==> src/ebic_pkg.sv <==
package ebic_pkg;
    localparam int ADDR_W = 32;
    localparam logic [31:0] SETUP_ADDR = 32'h1FF88010;
    localparam logic [31:0] GATE_ADDR = 32'h1FF88014;
    localparam logic [31:0] DONE0_ADDR = 32'h1FF89000;
    localparam logic [31:0] DONE1_ADDR = 32'h1FF8A000;
    localparam logic [31:0] EVT_STATUS_ADDR = 32'h1FF88020;
    localparam logic [31:0] EVT_MASK_ADDR = 32'h1FF88024;
    localparam logic [31:0] VEC0_ADDR = 32'h1FF88028;
    localparam logic [31:0] VEC1_ADDR = 32'h1FF8802C;
    localparam logic [15:0] SETUP_RESET = 16'h0000;
    localparam logic [6:0] GATE_RESET = 7'h00;
    localparam int F_ACK_EN = 0;
    localparam int F_TWO_PULSE = 1;
    localparam int F_ACT_LSB = 2;
    localparam int F_REC_LSB = 5;
    localparam int GATE_ERR = 6;
    localparam int GATE_LOC_LSB = 4;
    localparam int GATE_EXP_LSB = 0;
    localparam logic [7:0] VEC0_LOW = 8'hA8;
    localparam logic [7:0] VEC0_HIGH = 8'hCF;
    localparam logic [7:0] VEC1_LOW = 8'h80;
    localparam logic [7:0] VEC1_HIGH = 8'hA7;
    localparam int CLK_NS = 20;
    localparam int WIDTH_BASE_NS = 120;
    localparam int WIDTH_STEP_NS = 80;
    localparam int STRETCH_NS = 40;
    localparam int BASE_CYC = (WIDTH_BASE_NS + CLK_NS - 1) / CLK_NS;
    localparam int STEP_CYC = (WIDTH_STEP_NS + CLK_NS - 1) / CLK_NS;
    localparam int STRETCH_CYC = (STRETCH_NS + CLK_NS - 1) / CLK_NS;
    localparam int CNT_W = 6;
endpackage

==> src/ebic_core.sv <==
// Design decision made here: the strobed register port.
`timescale 1ns/100ps
module ebic_core
    import ebic_pkg::*;
(
    input wire logic I_CLOCK,
    input wire logic I_RSTN,
    input wire logic [31:0] I_ADDR,
    input wire logic [31:0] I_WDATA,
    input wire logic I_WR,
    input wire logic I_RD,
    output logic [31:0] O_RDATA,
    input wire logic [1:0] I_EXP_LEVEL,
    input wire logic [3:0] I_EXP_IRQ,
    input wire logic [1:0] I_LOCAL_IRQ,
    input wire logic I_EXP_ERROR,
    input wire logic I_EXP_READY,
    input wire logic [7:0] I_ACK_DATA,
    output logic O_ACK_STROBE_N,
    output logic O_ACK_LEVEL,
    output logic O_VEC_VALID,
    output logic [7:0] O_VEC,
    output logic O_VEC_LEVEL,
    output logic [6:0] O_GATED_IRQ,
    output logic O_IRQ
);
    typedef enum logic [2:0] {ST_IDLE, ST_ACT, ST_STRETCH, ST_REC, ST_WAIT_DONE} ebic_state_t;

    logic [15:0] setup;
    logic [6:0] gate;
    logic [6:0] gated;
    logic [1:0] evt_status;
    logic [1:0] evt_mask;
    logic [7:0] vec_hold [2];
    ebic_state_t state;
    ebic_state_t next_state;
    logic [CNT_W-1:0] cnt;
    logic [CNT_W-1:0] next_cnt;
    logic cur;
    logic second;
    logic [1:0] busy;

    function automatic logic [CNT_W-1:0] width_cycles(input logic [2:0] code);
        width_cycles = CNT_W'(BASE_CYC + STEP_CYC * int'(code) - 1);
    endfunction

    function automatic logic [7:0] pick_vector(input logic lvl, input logic [7:0] v);
        logic [7:0] lo;
        logic [7:0] hi;
        lo = lvl ? VEC1_LOW : VEC0_LOW;
        hi = lvl ? VEC1_HIGH : VEC0_HIGH;
        pick_vector = (v >= lo && v <= hi) ? v : hi;
    endfunction

    wire wr_setup = I_WR && I_ADDR == SETUP_ADDR;
    wire wr_gate = I_WR && I_ADDR == GATE_ADDR;
    wire wr_done0 = I_WR && I_ADDR == DONE0_ADDR;
    wire wr_done1 = I_WR && I_ADDR == DONE1_ADDR;
    wire wr_status = I_WR && I_ADDR == EVT_STATUS_ADDR;
    wire wr_mask = I_WR && I_ADDR == EVT_MASK_ADDR;
    wire [7:0] field0 = setup[7:0];
    wire [7:0] field1 = setup[15:8];
    wire [7:0] cur_field = cur ? field1 : field0;
    wire [6:0] raw_in = {I_EXP_ERROR, I_LOCAL_IRQ, I_EXP_IRQ};
    // Gate applied to the raw input ahead of the register: mask and input are combined, then sampled on one edge
    wire [6:0] next_gated = raw_in & gate;
    wire [1:0] req = I_EXP_LEVEL & gated[1:0] & ~busy;
    wire start = state == ST_IDLE && req != 2'b00;
    wire start_lvl = ~req[0];
    wire [7:0] start_field = start_lvl ? field1 : field0;
    wire direct = start && !start_field[F_ACK_EN];
    // Sample only where the state machine leaves the pulse, never mid-step
    wire done_ack = (state == ST_STRETCH || state == ST_ACT) && cnt == '0 && I_EXP_READY;
    wire last_rec = state == ST_REC && cnt == '0;
    wire finish = last_rec && (second || !cur_field[F_TWO_PULSE]);

    always_comb begin
        next_state = state;
        next_cnt = cnt;
        unique case (state)
            ST_IDLE: begin
                if (start && start_field[F_ACK_EN]) begin
                    next_state = ST_ACT;
                    next_cnt = width_cycles(start_field[F_ACT_LSB +: 3]);
                end
            end
            ST_ACT: begin
                if (cnt != '0) begin
                    next_cnt = cnt - 1'b1;
                end else if (I_EXP_READY) begin
                    next_state = ST_REC;
                    next_cnt = width_cycles(cur_field[F_REC_LSB +: 3]);
                end else begin
                    next_state = ST_STRETCH;
                    next_cnt = CNT_W'(STRETCH_CYC - 1);
                end
            end
            ST_STRETCH: begin
                // Stretch only in whole 40 ns steps
                if (cnt != '0) begin
                    next_cnt = cnt - 1'b1;
                end else if (I_EXP_READY) begin
                    next_state = ST_REC;
                    next_cnt = width_cycles(cur_field[F_REC_LSB +: 3]);
                end else begin
                    next_cnt = CNT_W'(STRETCH_CYC - 1);
                end
            end
            ST_REC: begin
                if (cnt != '0) begin
                    next_cnt = cnt - 1'b1;
                end else if (finish) begin
                    next_state = ST_WAIT_DONE;
                end else begin
                    next_state = ST_ACT;
                    next_cnt = width_cycles(cur_field[F_ACT_LSB +: 3]);
                end
            end
            ST_WAIT_DONE: next_state = ST_IDLE;
        endcase
    end

    always_ff @(posedge I_CLOCK or negedge I_RSTN) begin
        if (!I_RSTN) begin
            state <= ST_IDLE;
            cnt <= '0;
            cur <= 1'b0;
            second <= 1'b0;
        end else begin
            state <= next_state;
            cnt <= next_cnt;
            if (start) cur <= start_lvl;
            if (start) second <= 1'b0;
            else if (last_rec) second <= 1'b1;
        end
    end

    // Latched sample of the returned vector on the strobe's rising edge; a direct start loads its level's low vector instead
    always_ff @(posedge I_CLOCK or negedge I_RSTN) begin
        if (!I_RSTN) begin
            O_VEC_VALID <= 1'b0;
            O_VEC <= '0;
            O_VEC_LEVEL <= 1'b0;
        end else begin
            O_VEC_VALID <= direct || (done_ack && (second || !cur_field[F_TWO_PULSE]));
            if (direct) begin
                O_VEC <= start_lvl ? VEC1_LOW : VEC0_LOW;
                O_VEC_LEVEL <= start_lvl;
            end else if (done_ack) begin
                O_VEC <= pick_vector(cur, I_ACK_DATA);
                O_VEC_LEVEL <= cur;
            end
        end
    end

    // Level stays busy until its done command, so one acknowledge per interrupt
    always_ff @(posedge I_CLOCK or negedge I_RSTN) begin
        if (!I_RSTN) begin
            busy <= 2'b00;
        end else begin
            for (int i = 0; i < 2; i++) begin
                if (start && start_field[F_ACK_EN] && start_lvl == 1'(i)) busy[i] <= 1'b1;
                else if (i == 0 ? wr_done0 : wr_done1) busy[i] <= 1'b0;
            end
        end
    end

    always_ff @(posedge I_CLOCK or negedge I_RSTN) begin
        if (!I_RSTN) begin
            setup <= SETUP_RESET;
            gate <= GATE_RESET;
            gated <= '0;
            evt_mask <= '0;
            evt_status <= '0;
        end else begin
            if (wr_setup) setup <= I_WDATA[15:0];
            if (wr_gate) gate <= I_WDATA[6:0];
            gated <= next_gated;
            if (wr_mask) evt_mask <= I_WDATA[1:0];
            // Set wins over write-one-to-clear
            evt_status <= (evt_status & ~(wr_status ? I_WDATA[1:0] : 2'b00))
                | {1'b0, O_VEC_VALID} | {wr_done0 | wr_done1, 1'b0};
        end
    end

    assign vec_hold[0] = O_VEC_LEVEL ? 8'h00 : O_VEC;
    assign vec_hold[1] = O_VEC_LEVEL ? O_VEC : 8'h00;

    wire [31:0] rd_mux =
        I_ADDR == SETUP_ADDR ? {16'h0000, setup} :
        I_ADDR == GATE_ADDR ? {25'h0000000, gate} :
        I_ADDR == EVT_STATUS_ADDR ? {30'h00000000, evt_status} :
        I_ADDR == EVT_MASK_ADDR ? {30'h00000000, evt_mask} :
        I_ADDR == VEC0_ADDR ? {24'h000000, vec_hold[0]} :
        I_ADDR == VEC1_ADDR ? {24'h000000, vec_hold[1]} : 32'h00000000;

    always_ff @(posedge I_CLOCK or negedge I_RSTN) begin
        if (!I_RSTN) O_RDATA <= '0;
        else O_RDATA <= I_RD ? rd_mux : 32'h00000000;
    end

    assign O_ACK_STROBE_N = !(state == ST_ACT || state == ST_STRETCH);
    assign O_ACK_LEVEL = cur;
    assign O_GATED_IRQ = gated;
    assign O_IRQ = |(evt_status & evt_mask);
endmodule

==> config.mk <==
export PLATFORM = sky130hd
export DESIGN_NAME = ebic_core
export DESIGN_NICKNAME = d
export VERILOG_FILES = /design/src/ebic_pkg.sv /design/src/ebic_core.sv
export SDC_FILE = /design/constraint.sdc
export NUM_CORES = 1
export LEC_CHECK = 0
export BUFFER_PORTS_ARGS = -buffer_cell sky130_fd_sc_hd__buf_2
export CAP_MARGIN = 40
export CORE_ASPECT_RATIO = 2
export CORE_MARGIN = 2
export CORE_UTILIZATION = 36
export CTS_BUF_LIST = sky130_fd_sc_hd__clkbuf_16
export DETAILED_ROUTE_END_ITERATION = 10
export PLACE_DENSITY_LB_ADDON = 0.2
export SYNTH_ARGS = -nofsm -noshare
export SYNTH_HDL_FRONTEND = slang
export SYNTH_SLANG_ARGS = --single-unit
==> constraint.sdc <==
create_clock -name I_CLOCK -period 4.15 [get_ports I_CLOCK]
set_clock_uncertainty 0.2 [all_clocks]
set_input_delay 0.415 -clock I_CLOCK [delete_from_list [all_inputs] [get_ports I_CLOCK]]
set_output_delay 0.415 -clock I_CLOCK [all_outputs]
set_load 0.02 [all_outputs]
* Yosys cells after proc, flatten, opt, wreduce, memory -nomap -nowiden
Cells that the tools add are included.
** Storage, ports and cells
- Bits in registers :: 73
- Latch bits :: 0
- RAM bits :: 0
- Memory bits (read-only) :: 0
- Output and inout port bits :: 52
- Logic and storage cells :: 129
- Memories :: 0
** Operators by class
- $add $sub $neg :: 7
- Multiply operators :: 0
- Div/mod/pow operators :: 0
- Order comparisons :: 2
- Equality and inequality tests :: 18
- Shift-type cells :: 0
- Multiplexer cells :: 40
- Bitwise logic cells :: 11
- Reduce and logical (&&, ||, !) cells :: 36
** Operators by type and width (count)
- 32-bit by 29-bit equality test with 1-bit output, second input constant :: 8
- 8-bit two-way mux :: 11
- 6-bit two-way mux :: 7
- 16-bit two-way mux :: 2
- 6-bit by 1-bit subtractor with 6-bit output, second input constant :: 4
- 3-bit by 5-bit adder with 6-bit output, first input constant :: 3
- 3-bit two-way mux :: 6
- 6-bit case mux with 3 select lines :: 1
- 1-bit logical AND :: 17
- 3-bit case mux with 5 select lines :: 1
- 2-bit nonzero test :: 5
- 1-bit two-way mux :: 9
- 2-bit AND :: 4
- 8-bit greater-or-equal comparator :: 1
- 8-bit less-or-equal comparator :: 1
- 2-bit != test, second input constant :: 4
- 7-bit AND :: 1
- 7-bit two-way mux :: 1
- 3-bit by 2-bit equality test with 1-bit output, second input constant :: 2
- 6-bit zero test :: 1
- 6-bit nonzero test :: 1
- 5-bit two-way mux :: 1
- 5-bit AND reduction :: 1
- 2-bit inverter :: 2
- 15 further kinds :: 20

* Longest topological paths before layout
Gate-level depths: netlist of the first run.
- Word-level depth :: 8
- Mapped depth :: 8
- Mapped depth without buffers :: 7

* Worst setup path before layout of the first run
OpenSTA, ideal clock, no wires.
- Path type :: register -> register
- Start :: register cur, in the netlist O_ACK_LEVEL
- End :: register O_VEC[3]
- Library setup time :: 0.126 ns
- Arrival time :: 2.655 ns
- Required time :: 3.824 ns
- Slack :: 1.169 ns
- Cell stages (with the launch flop) :: 9
- Buffers on the path :: 1
- Clock period less this slack :: 2.981 ns
- Cell sequence :: dfrtp_1 -> clkbuf_1 -> inv_1 -> ha_1 -> or4b_2 -> a31oi_1 -> o32ai_1 -> mux2i_1 -> a221o_1
** Between the ends
- Longest elaborated chain between the ends :: 6
** RTL lines
- from (decl) :: RTL line ebic_core.sv:39 : logic cur;
- from (signal assigned) :: RTL line ebic_core.sv:132 : if (start) cur <= start_lvl;
- 6-bit two-way mux or 7-bit two-way mux (tied branches) :: RTL line ebic_core.sv:50, ebic_core.sv:51
- 8-bit greater-or-equal comparator or 8-bit less-or-equal comparator (tied branches) :: RTL line ebic_core.sv:52 : pick_vector = (v >= lo && v <= hi) ? v : hi;
- 1-bit logical AND :: RTL line ebic_core.sv:52
- 8-bit two-way mux * :: RTL line ebic_core.sv:52
- 8-bit two-way mux * :: RTL line ebic_core.sv:149 : end else if (done_ack) begin
- 8-bit two-way mux * :: RTL line ebic_core.sv:146 : if (direct) begin
- to (signal assigned) :: RTL line ebic_core.sv:147 : O_VEC <= start_lvl ? VEC1_LOW : VEC0_LOW;
- to (signal assigned) :: RTL line ebic_core.sv:150 : O_VEC <= pick_vector(cur, I_ACK_DATA);
- to (decl) :: RTL line ebic_core.sv:22 : output logic [7:0] O_VEC,
Mark *: on every way between the ends. The rest lies on a longest branch, timed or not. The select of a mux whose other input is x is not followed.
A chain may end at the register's enable or synchronous reset.

* Worst setup path in the final report of the first run
Ends and elaborated chain as after synthesis.

==> flow_metrics.env, run 1 <==
export IMPL_cts_buffers=9
export IMPL_setup_violations=0
export IMPL_hpwl_um=8780
export IMPL_critPathBufInv=2
export IMPL_ctsResizeCount=0
export IMPL_first_pass_iters=5
export IMPL_synthesis_area_um2=3860
export IMPL_grt_pass1_vias=3364
export IMPL_tightestPinTransition_ns=0.714
export IMPL_yosys_register_bits=73
export IMPL_hold_class="in2reg"
export IMPL_synth_edf_count=0
export IMPL_grt_max_degree=42
export IMPL_fin_tns_setup_ns=0
export IMPL_dieArea_um2=11600
export IMPL_avgSynthCellArea_um2=10.7
export IMPL_crit_path_start_kind="flop"
export IMPL_critPathMaxFanout=15
export IMPL_insertion_delay_ns=0.34
export IMPL_ir_worst_vdd_mv=0.220
export IMPL_cp_top_family="flip-flops"
export IMPL_cp_data_required_time_ns=4.17
export IMPL_io_pins=138
export IMPL_synth_async_sr_flop_share_pct=100
export IMPL_drv_slew=0
export IMPL_switching_share_pct=25.6
export IMPL_die_h_um=150
export IMPL_viasPerCell=5.17
export IMPL_drt_initial_drc_count=237
export IMPL_drt_antenna_violating_nets=0
export IMPL_p_seq_share_pct=46.2
export IMPL_cap_violations=0
export IMPL_cts_setup_buffers=0
export IMPL_stdcell_count=615
export IMPL_critPathCaptureType="flop"
export IMPL_cp_data_arrival_time_ns=3.17
export IMPL_cts_max_path_buffers=2
export IMPL_p_clk_share_pct=44.8
export IMPL_p_leak_nw=2.36
export IMPL_fin_nets=569
export IMPL_netlist_area_leader_share_pct=47.4
export IMPL_ys_types=63
export IMPL_synth_seq_area_share_pct=47.4
export IMPL_grt_usage_pct=19.5
export IMPL_n_antenna_cell=0
export IMPL_antenna_found_initial=0
export IMPL_status="finished, final reports clean"
export IMPL_gp_congestion=0.885
export IMPL_slew_headroom_pct=52.4
export IMPL_grt_overflow=0
export IMPL_cts_sinks=73
export IMPL_fin_crit_sh_pct=75.8
export IMPL_yosysMostFrequentCell="dfrtp_1"
export IMPL_synth_top_cell_by_area="dfrtp_1"
export IMPL_hold_viol=0
export IMPL_numPortBuffers=105
export IMPL_worstSetupPathType="reg2reg"
export IMPL_clkTransAtPathRegs_ns=0.06
export IMPL_grt_pass1_wl_um=17100
export IMPL_power_density_nw_per_um2=332
export IMPL_htreeDepth=3
export IMPL_post_place_cells=598
export IMPL_drive_above_1_share_pct=34.3
export IMPL_max_freq_mhz=318
export IMPL_power_switching_w=0.000404
export IMPL_drc=0
export IMPL_max_stage_delay_ns=0.71
export IMPL_area_growth_pct=23.3
export IMPL_synth_ff_type="dfrtp_1"
export IMPL_num_rows=53
export IMPL_rsz0062_at_grt="no"
export IMPL_post_drt_wl_per_cell_um=17.6
export IMPL_cp_slowest_cell="dfrtp_1"
export IMPL_crit_chain="inv_1 -> ha_1 -> or4b_2 -> a31oi_1 -> o32ai_1 -> buf_2 -> mux2i_1 -> a221o_1"
export IMPL_num_vias=3181
export IMPL_combPwrFrac_pct=8.9
export IMPL_synth_common_cells="dfrtp_1, nor2_1, mux2_2"
export IMPL_synth_area_leaders="dfrtp_1, mux2_2, ha_1"
export IMPL_fp_dieW_um=77.2
export IMPL_layout_min_cycle_time_ns=3.15
export IMPL_wl_um=10800
export IMPL_p_int_w=0.00118
export IMPL_core_um2=10500
export IMPL_cts_tree="built"
export IMPL_ys_warnings_count=0
export IMPL_hold_slack_ns=0.0841
export IMPL_start_util_pct=36.8
export IMPL_cts_root_buffer="clkbuf_16"
export IMPL_synthCells=361
## sequential cells by signal, indices dropped and copies added (netlist names)
register,flops
O_RDATA,16
setup,16
O_VEC,8
O_GATED_IRQ,7
gate,7
cnt,6
state,3
busy,2
evt_mask,2
evt_status,2
O_ACK_LEVEL,1
O_VEC_LEVEL,1
O_VEC_VALID,1
second,1
## path summary, 6_finish.rpt
| kind | startpoint | endpoint | slack (ns) | cells after the start |
|---|---|---|---|---|
| worst max-delay path | O_ACK_LEVEL$_DFFE_PN0P_ | O_VEC[3]$_DFFE_PN0P_ | 1.00 | 8 |
| worst min-delay path | I_EXP_IRQ[2] | O_GATED_IRQ[2]$_DFF_PN0_ | 0.08 | 2 |
| worst max register to register | O_ACK_LEVEL$_DFFE_PN0P_ | O_VEC[3]$_DFFE_PN0P_ | 1.00 | 8 |
| worst min register to register | gate[0]$_DFFE_PN0P_ | O_GATED_IRQ[0]$_DFF_PN0_ | 0.29 | 1 |
| max in group asynchronous | I_RSTN | state[0]$_DFFE_PN0P_ | 2.68 | 3 |
| min in group asynchronous | I_RSTN | setup[7]$_DFFE_PN0P_ | 0.26 | 2 |
## power groups by stage
| stage | registers [W] | clock network, W | logic (W) |
|---|---|---|---|
| 2_1_floorplan | 0.000745 | 0 | 0.0000720 |
| 3_3_place_gp | 0.000743 | 0 | 0.000137 |
| 3_5_place_dp | 0.000743 | 0 | 0.000141 |
| 4_1_cts | 0.000730 | 0.000719 | 0.000142 |
| 5_1_grt | 0.000731 | 0.000749 | 0.000156 |
| 6_report | 0.000730 | 0.000708 | 0.000141 |
## cells by family after synthesis
family,after synthesis,share of synthesized area [%]
DFF,73,47.4
adders and majority gates,10,3.24
muxes,37,10.6
and+or+nand+nor,130,19.6
other,1,0.0972
AOI/OAI and AO/OA,62,11.8
buffers and inverters,42,5.94
xor gates and xnor gates,6,1.36
## repair_timing
item,4_1_cts,5_1_grt
hold buffers,1,0
hold endpoints to repair,9,0
endpoints found under the setup margin,0,0
## per-stage QoR
step / setup slack [ns] / utilization [%] / instance area, µm² / total power [W]
after floorplan: 1.17 / - / 3910 / 0.000817
after global placement: 1.05 / 42.7 / 4470 / 0.000880
after detailed placement: 1.05 / 42.7 / 4480 / 0.000884
after CTS: 1.04 / 45.4 / 4760 / 0.00159
after global routing: 0.805 / 45.4 / 4760 / 0.00164
final: 1.00 / 45.4 / 4760 / 0.00158
## worst register-to-register path: stages (launching register included)
cell and delay, ns:
dfrtp_1 0.71, inv_1 0.22, ha_1 0.34, or4b_2 0.58, a31oi_1 0.20, o32ai_1 0.16
buf_2 0.20, mux2i_1 0.12, a221o_1 0.31
## metal layers
layer	track usage, %	wire (µm)
met2	37.4	6170
met4	9.91	363
met5	0	0
met3	3.00	468
met1	20.0	3800
## cell usage in the layout (no fill, tap or decap), types with 6 or more instances in the layout
master and instances:
dfrtp_1 73, inv_1 19, a31oi_1 7, mux2_2 30, nor3_1 9, o21ai_0 9, clkbuf_16 9, conb_1 16
nand3b_1 6, ha_1 10, nor2_1 31, nand2_1 21, buf_2 106, mux2i_1 7, and2_1 17, a21oi_1 11
## final cells by class
type | instances | area (µm²)
Clock inverter | 7 | 45.0
Inverter | 18 | 67.6
Fill cell | 1075 | 5720
Tap cell | 137 | 171
Sequential cell | 73 | 1830
Multi-Input combinational cell | 261 | 1860
Timing Repair Buffer | 110 | 563
Clock buffer | 9 | 225
No activity file was read; power rests on OpenSTA's default activity.
==> run 2, diff against run 1 <==
- clock period: 4.15 -> 3 ns (I/O delays scaled with it)
==> run 2 against run 1 <==
Worst hold slack worse by 0.074 ns. Sequential power grew 37%. Combinational power rose by 57%. Register-to-register slack lost 0.74 ns. Clock power up 41%. Clock-buffer cell count unchanged. Die area unchanged. Wire length grew 1.1%. Cell count grew 3.1%. Maximum frequency up 15%. First-iteration DRC count is 11% lower.
==> flow_metrics.env, run 2 (synthesized netlist as in run 1, its figures left out) <==
export IMPL_viasPerCell=5.21
export IMPL_area_growth_pct=28.6
export IMPL_num_vias=3300
export IMPL_crit_path_start_kind="flop"
export IMPL_power_switching_w=0.000578
export IMPL_clkTransAtPathRegs_ns=0.06
export IMPL_htreeDepth=3
export IMPL_num_rows=53
export IMPL_power_total_w=0.00222
export IMPL_critPathMaxFanout=10
export IMPL_io_pins=138
export IMPL_drt_initial_drc_count=212
export IMPL_numPortBuffers=105
export IMPL_wl_um=10900
export IMPL_n_antenna_cell=0
export IMPL_r2r_start="cnt[0]$_DFFE_PN0P_"
export IMPL_setup_violations=0
export IMPL_rsz0062_at_grt="no"
export IMPL_cp_data_arrival_time_ns=2.80
export IMPL_fp_dieW_um=77.2
export IMPL_power_density_nw_per_um2=448
export IMPL_dieArea_um2=11600
export IMPL_slew_headroom_pct=49.4
export IMPL_critPathCaptureType="flop"
export IMPL_fin_nets=588
export IMPL_antenna_found_initial=0
export IMPL_ir_worst_vdd_mv=0.280
export IMPL_min_from="I_WDATA[7]"
export IMPL_core_um2=10500
export IMPL_combPwrFrac_pct=9.9
export IMPL_grt_overflow=0
export IMPL_final_core_util_pct=47.3
export IMPL_dpl_worst_slack_ns=0.253
export IMPL_switching_share_pct=26.0
export IMPL_insertion_delay_ns=0.34
export IMPL_post_drt_wl_per_cell_um=17.2
export IMPL_die_h_um=150
export IMPL_hold_end="setup[7]$_DFFE_PN0P_"
export IMPL_drc=0
export IMPL_mostFrequentLayoutCell="buf_2"
export IMPL_setup_ws_ns=0.260
export IMPL_cts_max_path_buffers=2
export IMPL_p_seq_share_pct=45.1
export IMPL_cap_violations=0
export IMPL_hold_viol=0
export IMPL_hold_class="in2reg"
export IMPL_r2r_cells=7
export IMPL_rrSetupSlack_ns=0.26
export IMPL_hold_slack_ns=0.0103
export IMPL_p_int_w=0.00164
export IMPL_first_pass_iters=5
export IMPL_final_cell_mix="buf_2, dfrtp_1, nor2_1"
export IMPL_worst_hold_path_num_cells=2
export IMPL_cts_root_buffer="clkbuf_16"
export IMPL_cts_sinks=73
export IMPL_max_freq_mhz=365
export IMPL_grt_pass1_wl_um=17600
export IMPL_grt_pass1_vias=3532
export IMPL_p_leak_nw=2.45
export IMPL_fin_crit_sh_pct=91.3
export IMPL_gp_congestion=0.881
export IMPL_cts_buffers=9
export IMPL_grt_max_degree=74
export IMPL_tightestPinTransition_ns=0.759
export IMPL_status="finished, final reports clean"
export IMPL_grt_usage_pct=20.1
export IMPL_start_util_pct=36.8
export IMPL_drive_above_1_share_pct=34.0
export IMPL_worstSetupPathType="reg2reg"
export IMPL_worstReg2RegEnd="cnt[5]$_DFFE_PN0P_"
export IMPL_drt_antenna_violating_nets=0
export IMPL_fin_tns_setup_ns=0
export IMPL_layout_min_cycle_time_ns=2.74
export IMPL_cp_data_required_time_ns=3.06
export IMPL_drv_slew=0
export IMPL_hpwl_um=8610
export IMPL_fillers=1032
export IMPL_cts_tree="built"
export IMPL_p_clk_share_pct=44.9
export IMPL_top_regs="O_RDATA: 16 flops, setup: 16 flops, O_VEC: 8 flops"
## run 2: layout make-up
type                    count  area [µm²]  area share, %
clock inverters             7        45.0          0.908
repair buffers            129         766           15.4
clock buffers               9         225           4.54
flip-flops and latches     73        1830           36.8
well taps                 137         171           3.46
multi-input cells         261        1860           37.5
inverters                  18        67.6           1.36
## run 2: worst max-delay path, stage by stage (launching register included)
cell	delay [ns]
dfrtp_1	0.42
inv_1	0.10
ha_1	0.18
or4b_1	0.61
a2111oi_2	0.51
a311oi_2	0.22
nor4b_1	0.25
nor3_1	0.18
## run 2: routing by layer
metal / global-route usage (%) / up-vias / part of all wire (%)
met5: 0 / - / 0
met1: 19.9 / 1588 / 34
met2: 38.0 / 129 / 57
met3: 4.62 / 23 / 5.4
li1: - / 1560 / -
met4: 10.8 / 0 / 3.9
## run 2: repair_timing
| action | CTS | global route |
|---|---|---|
| hold buffers | 15 | 0 |
| hold endpoints to repair | 87 | 0 |
| resized for setup | 0 | 0 |
| buffers inserted | 0 | 0 |
## run 2: how the worst max path moves through the flow
| stage | from | endpoint | depth (start not counted) |
|---|---|---|---|
| floorplan | O_ACK_LEVEL$_DFFE_PN0P_ | O_VEC[3]$_DFFE_PN0P_ | 8 |
| finish | cnt[0]$_DFFE_PN0P_ | cnt[5]$_DFFE_PN0P_ | 7 |
| CTS | cnt[0]$_DFFE_PN0P_ | cnt[5]$_DFFE_PN0P_ | 7 |
| global placement | I_ACK_DATA[3] | O_VEC[3]$_DFFE_PN0P_ | 8 |
| global route | cnt[0]$_DFFE_PN0P_ | cnt[2]$_DFFE_PN0P_ | 7 |
| detailed placement | I_ADDR[14] | gate[2]$_DFFE_PN0P_ | 6 |
## run 2: per-stage QoR
step	instances	area, µm²
6_report	634	4960
5_1_grt	634	4960
4_1_cts	634	4960
3_5_place_dp	603	4540
3_3_place_gp	602	4530
2_1_floorplan	376	3910
## run 2: power by group through the flow
| stage | sequential [W] | clock, W | combinational [W] |
|---|---|---|---|
| 4_1_cts | 0.00100 | 0.00101 | 0.000224 |
| 2_1_floorplan | 0.00103 | 0 | 0.0000996 |
| 6_report | 0.00100 | 0.000997 | 0.000221 |
| 3_5_place_dp | 0.00102 | 0 | 0.000208 |
| 3_3_place_gp | 0.00102 | 0 | 0.000203 |
| 5_1_grt | 0.00100 | 0.00105 | 0.000245 |
==> run 3, diff against run 2 <==
- CTS_BUF_LIST: sky130_fd_sc_hd__clkbuf_16 -> sky130_fd_sc_hd__clkbuf_8
- clock period: 3 -> 3.1 ns (I/O delays scaled with it)
==> run 3 against run 2 <==
Maximum frequency up 0.44%. Worst setup slack better by 0.11 ns. Worst hold slack better by 0.0091 ns. Critical path type unchanged. Largest cell class unchanged. Largest power group unchanged. Highest routed layer unchanged.
==> flow_metrics.env, run 3 (synthesized netlist as in run 1, its figures left out) <==
export IMPL_setup_violations=0
export IMPL_fp_dieW_um=77.2
export IMPL_clkTransAtPathRegs_ns=0.09
export IMPL_critPathCaptureType="flop"
export IMPL_critPathMaxFanout=7
export IMPL_layout_min_cycle_time_ns=2.73
export IMPL_fin_crit_sh_pct=88.0
export IMPL_grt_pass1_wl_um=16900
export IMPL_grt_usage_pct=19.3
export IMPL_dieArea_um2=11600
export IMPL_drive_above_1_share_pct=33.7
export IMPL_final_core_util_pct=46.6
export IMPL_cts_root_buffer="clkbuf_8"
export IMPL_power_density_nw_per_um2=379
export IMPL_crit_path_start_kind="flop"
export IMPL_cp_slowest_cell="or4b_1"
export IMPL_io_pins=138
export IMPL_drt_antenna_violating_nets=0
export IMPL_ir_worst_vdd_mv=0.209
export IMPL_hold_viol=0
export IMPL_grt_overflow=0
export IMPL_htreeDepth=3
export IMPL_drt_initial_drc_count=179
export IMPL_drv_slew=0
export IMPL_grt_pass1_vias=3420
export IMPL_ctsResizeCount=0
export IMPL_crit_chain="inv_1 -> ha_1 -> or4b_1 -> nor2_1 -> nand3_1 -> o22a_1 -> a31oi_1"
export IMPL_post_drt_wl_per_cell_um=17.1
export IMPL_wl_um=10900
export IMPL_cts_sinks=73
export IMPL_fin_nets=590
export IMPL_p_leak_nw=2.41
export IMPL_n_antenna_cell=0
export IMPL_area_growth_pct=26.5
export IMPL_antenna_found_initial=0
export IMPL_mostFrequentLayoutCell="buf_2"
export IMPL_max_freq_mhz=367
export IMPL_cts_tree="built"
export IMPL_num_vias=3289
export IMPL_insertion_delay_ns=0.35
export IMPL_worstSetupPathType="reg2reg"
export IMPL_rsz0062_at_grt="no"
export IMPL_start_util_pct=36.8
export IMPL_cp_data_required_time_ns=3.16
export IMPL_grt_max_degree=46
export IMPL_hold_class="in2reg"
export IMPL_gp_congestion=0.896
export IMPL_cts_buffers=9
export IMPL_cap_violations=0
export IMPL_num_rows=53
export IMPL_top_regs="O_RDATA: 16 flops, setup: 16 flops, O_VEC: 8 flops"
export IMPL_drc=0
export IMPL_cp_data_arrival_time_ns=2.79
export IMPL_hpwl_um=8530
export IMPL_first_pass_iters=4
export IMPL_tightestPinTransition_ns=0.709
export IMPL_cts_hold_fix_buffers=19
export IMPL_fin_tns_setup_ns=0
export IMPL_cts_max_path_buffers=2
export IMPL_core_um2=10500
export IMPL_status="finished, final reports clean"
export IMPL_numPortBuffers=105
export IMPL_viasPerCell=5.18
export IMPL_fillers=1061
export IMPL_slew_headroom_pct=52.3
export IMPL_cts_setup_buffers=0
export IMPL_die_h_um=150
export IMPL_max_stage_delay_ns=0.60
export IMPL_final_cell_mix="buf_2, dfrtp_1, nor2_1"
-- run 3: changes by cell type in the layout (fill, tap and decap cells not counted) --
cell,change
buf_4,-2
clkbuf_16,-9
clkbuf_8,+9
clkinv_1,-1
clkinv_2,+1
dlygate4sd3_1,+4
inv_1,-1
-- run 3: worst max-delay path, delay by kind of cell, from the launching register on --
family                     cells  cell delay, ns
and+or+nand+nor                3            1.24
AOI/OAI and AO/OA              2            0.49
DFF                            1            0.44
adders and majority gates      1            0.17
buffers and inverters          1            0.10
-- run 3: final cells by class --
class,count,area [µm²],area share (%)
Inverter,18,67.6,1.38
Timing Repair Buffer,131,791,16.2
Tap cell,137,171,3.51
Multi-Input combinational cell,261,1860,38.1
Clock buffer,9,124,2.54
Clock inverter,6,42.5,0.872
Sequential cell,73,1830,37.4
-- run 3: worst paths after layout --
check / from / to / slack [ns] / depth (start not counted)
max in group asynchronous: I_RSTN / cnt[1]$_DFFE_PN0P_ / 1.68 / 3
min in group asynchronous: I_RSTN / O_GATED_IRQ[3]$_DFF_PN0_ / 0.32 / 2
setup reg to reg: cnt[0]$_DFFE_PN0P_ / cnt[2]$_DFFE_PN0P_ / 0.37 / 7
hold / removal: I_WDATA[3] / gate[3]$_DFFE_PN0P_ / 0.02 / 2
hold reg to reg: gate[1]$_DFFE_PN0P_ / O_GATED_IRQ[1]$_DFF_PN0_ / 0.30 / 1
setup / recovery: cnt[0]$_DFFE_PN0P_ / cnt[2]$_DFFE_PN0P_ / 0.37 / 7
-- run 3: metal layers --
metal	global-route usage, %	vias up	routed length [µm]
met3	4.74	20	552
met5	0	-	0
li1	-	1554	-
met2	37.9	115	6320
met4	9.02	0	319
met1	18.3	1600	3700
-- run 3: report_power, final --
group	internal (W)	switching (W)	total, W
registers	0.000960	0.00000856	0.000968
clock network	0.000288	0.000376	0.000664
logic	0.0000911	0.000127	0.000218
-- run 3: through the flow --
stage / power, W / cell area [µm²] / std cells / hold slack, ns / worst slack (ns)
floorplan: 0.00109 / 3910 / 376 / -0.186 / 0.119
finish: 0.00185 / 4880 / 635 / 0.0193 / 0.372
global route: 0.00194 / 4880 / 635 / 0.00575 / 0.273
CTS: 0.00188 / 4880 / 635 / 0.00884 / 0.399
global placement: 0.00118 / 4520 / 600 / 0.182 / 0.264
detailed placement: 0.00119 / 4520 / 601 / 0.187 / 0.244
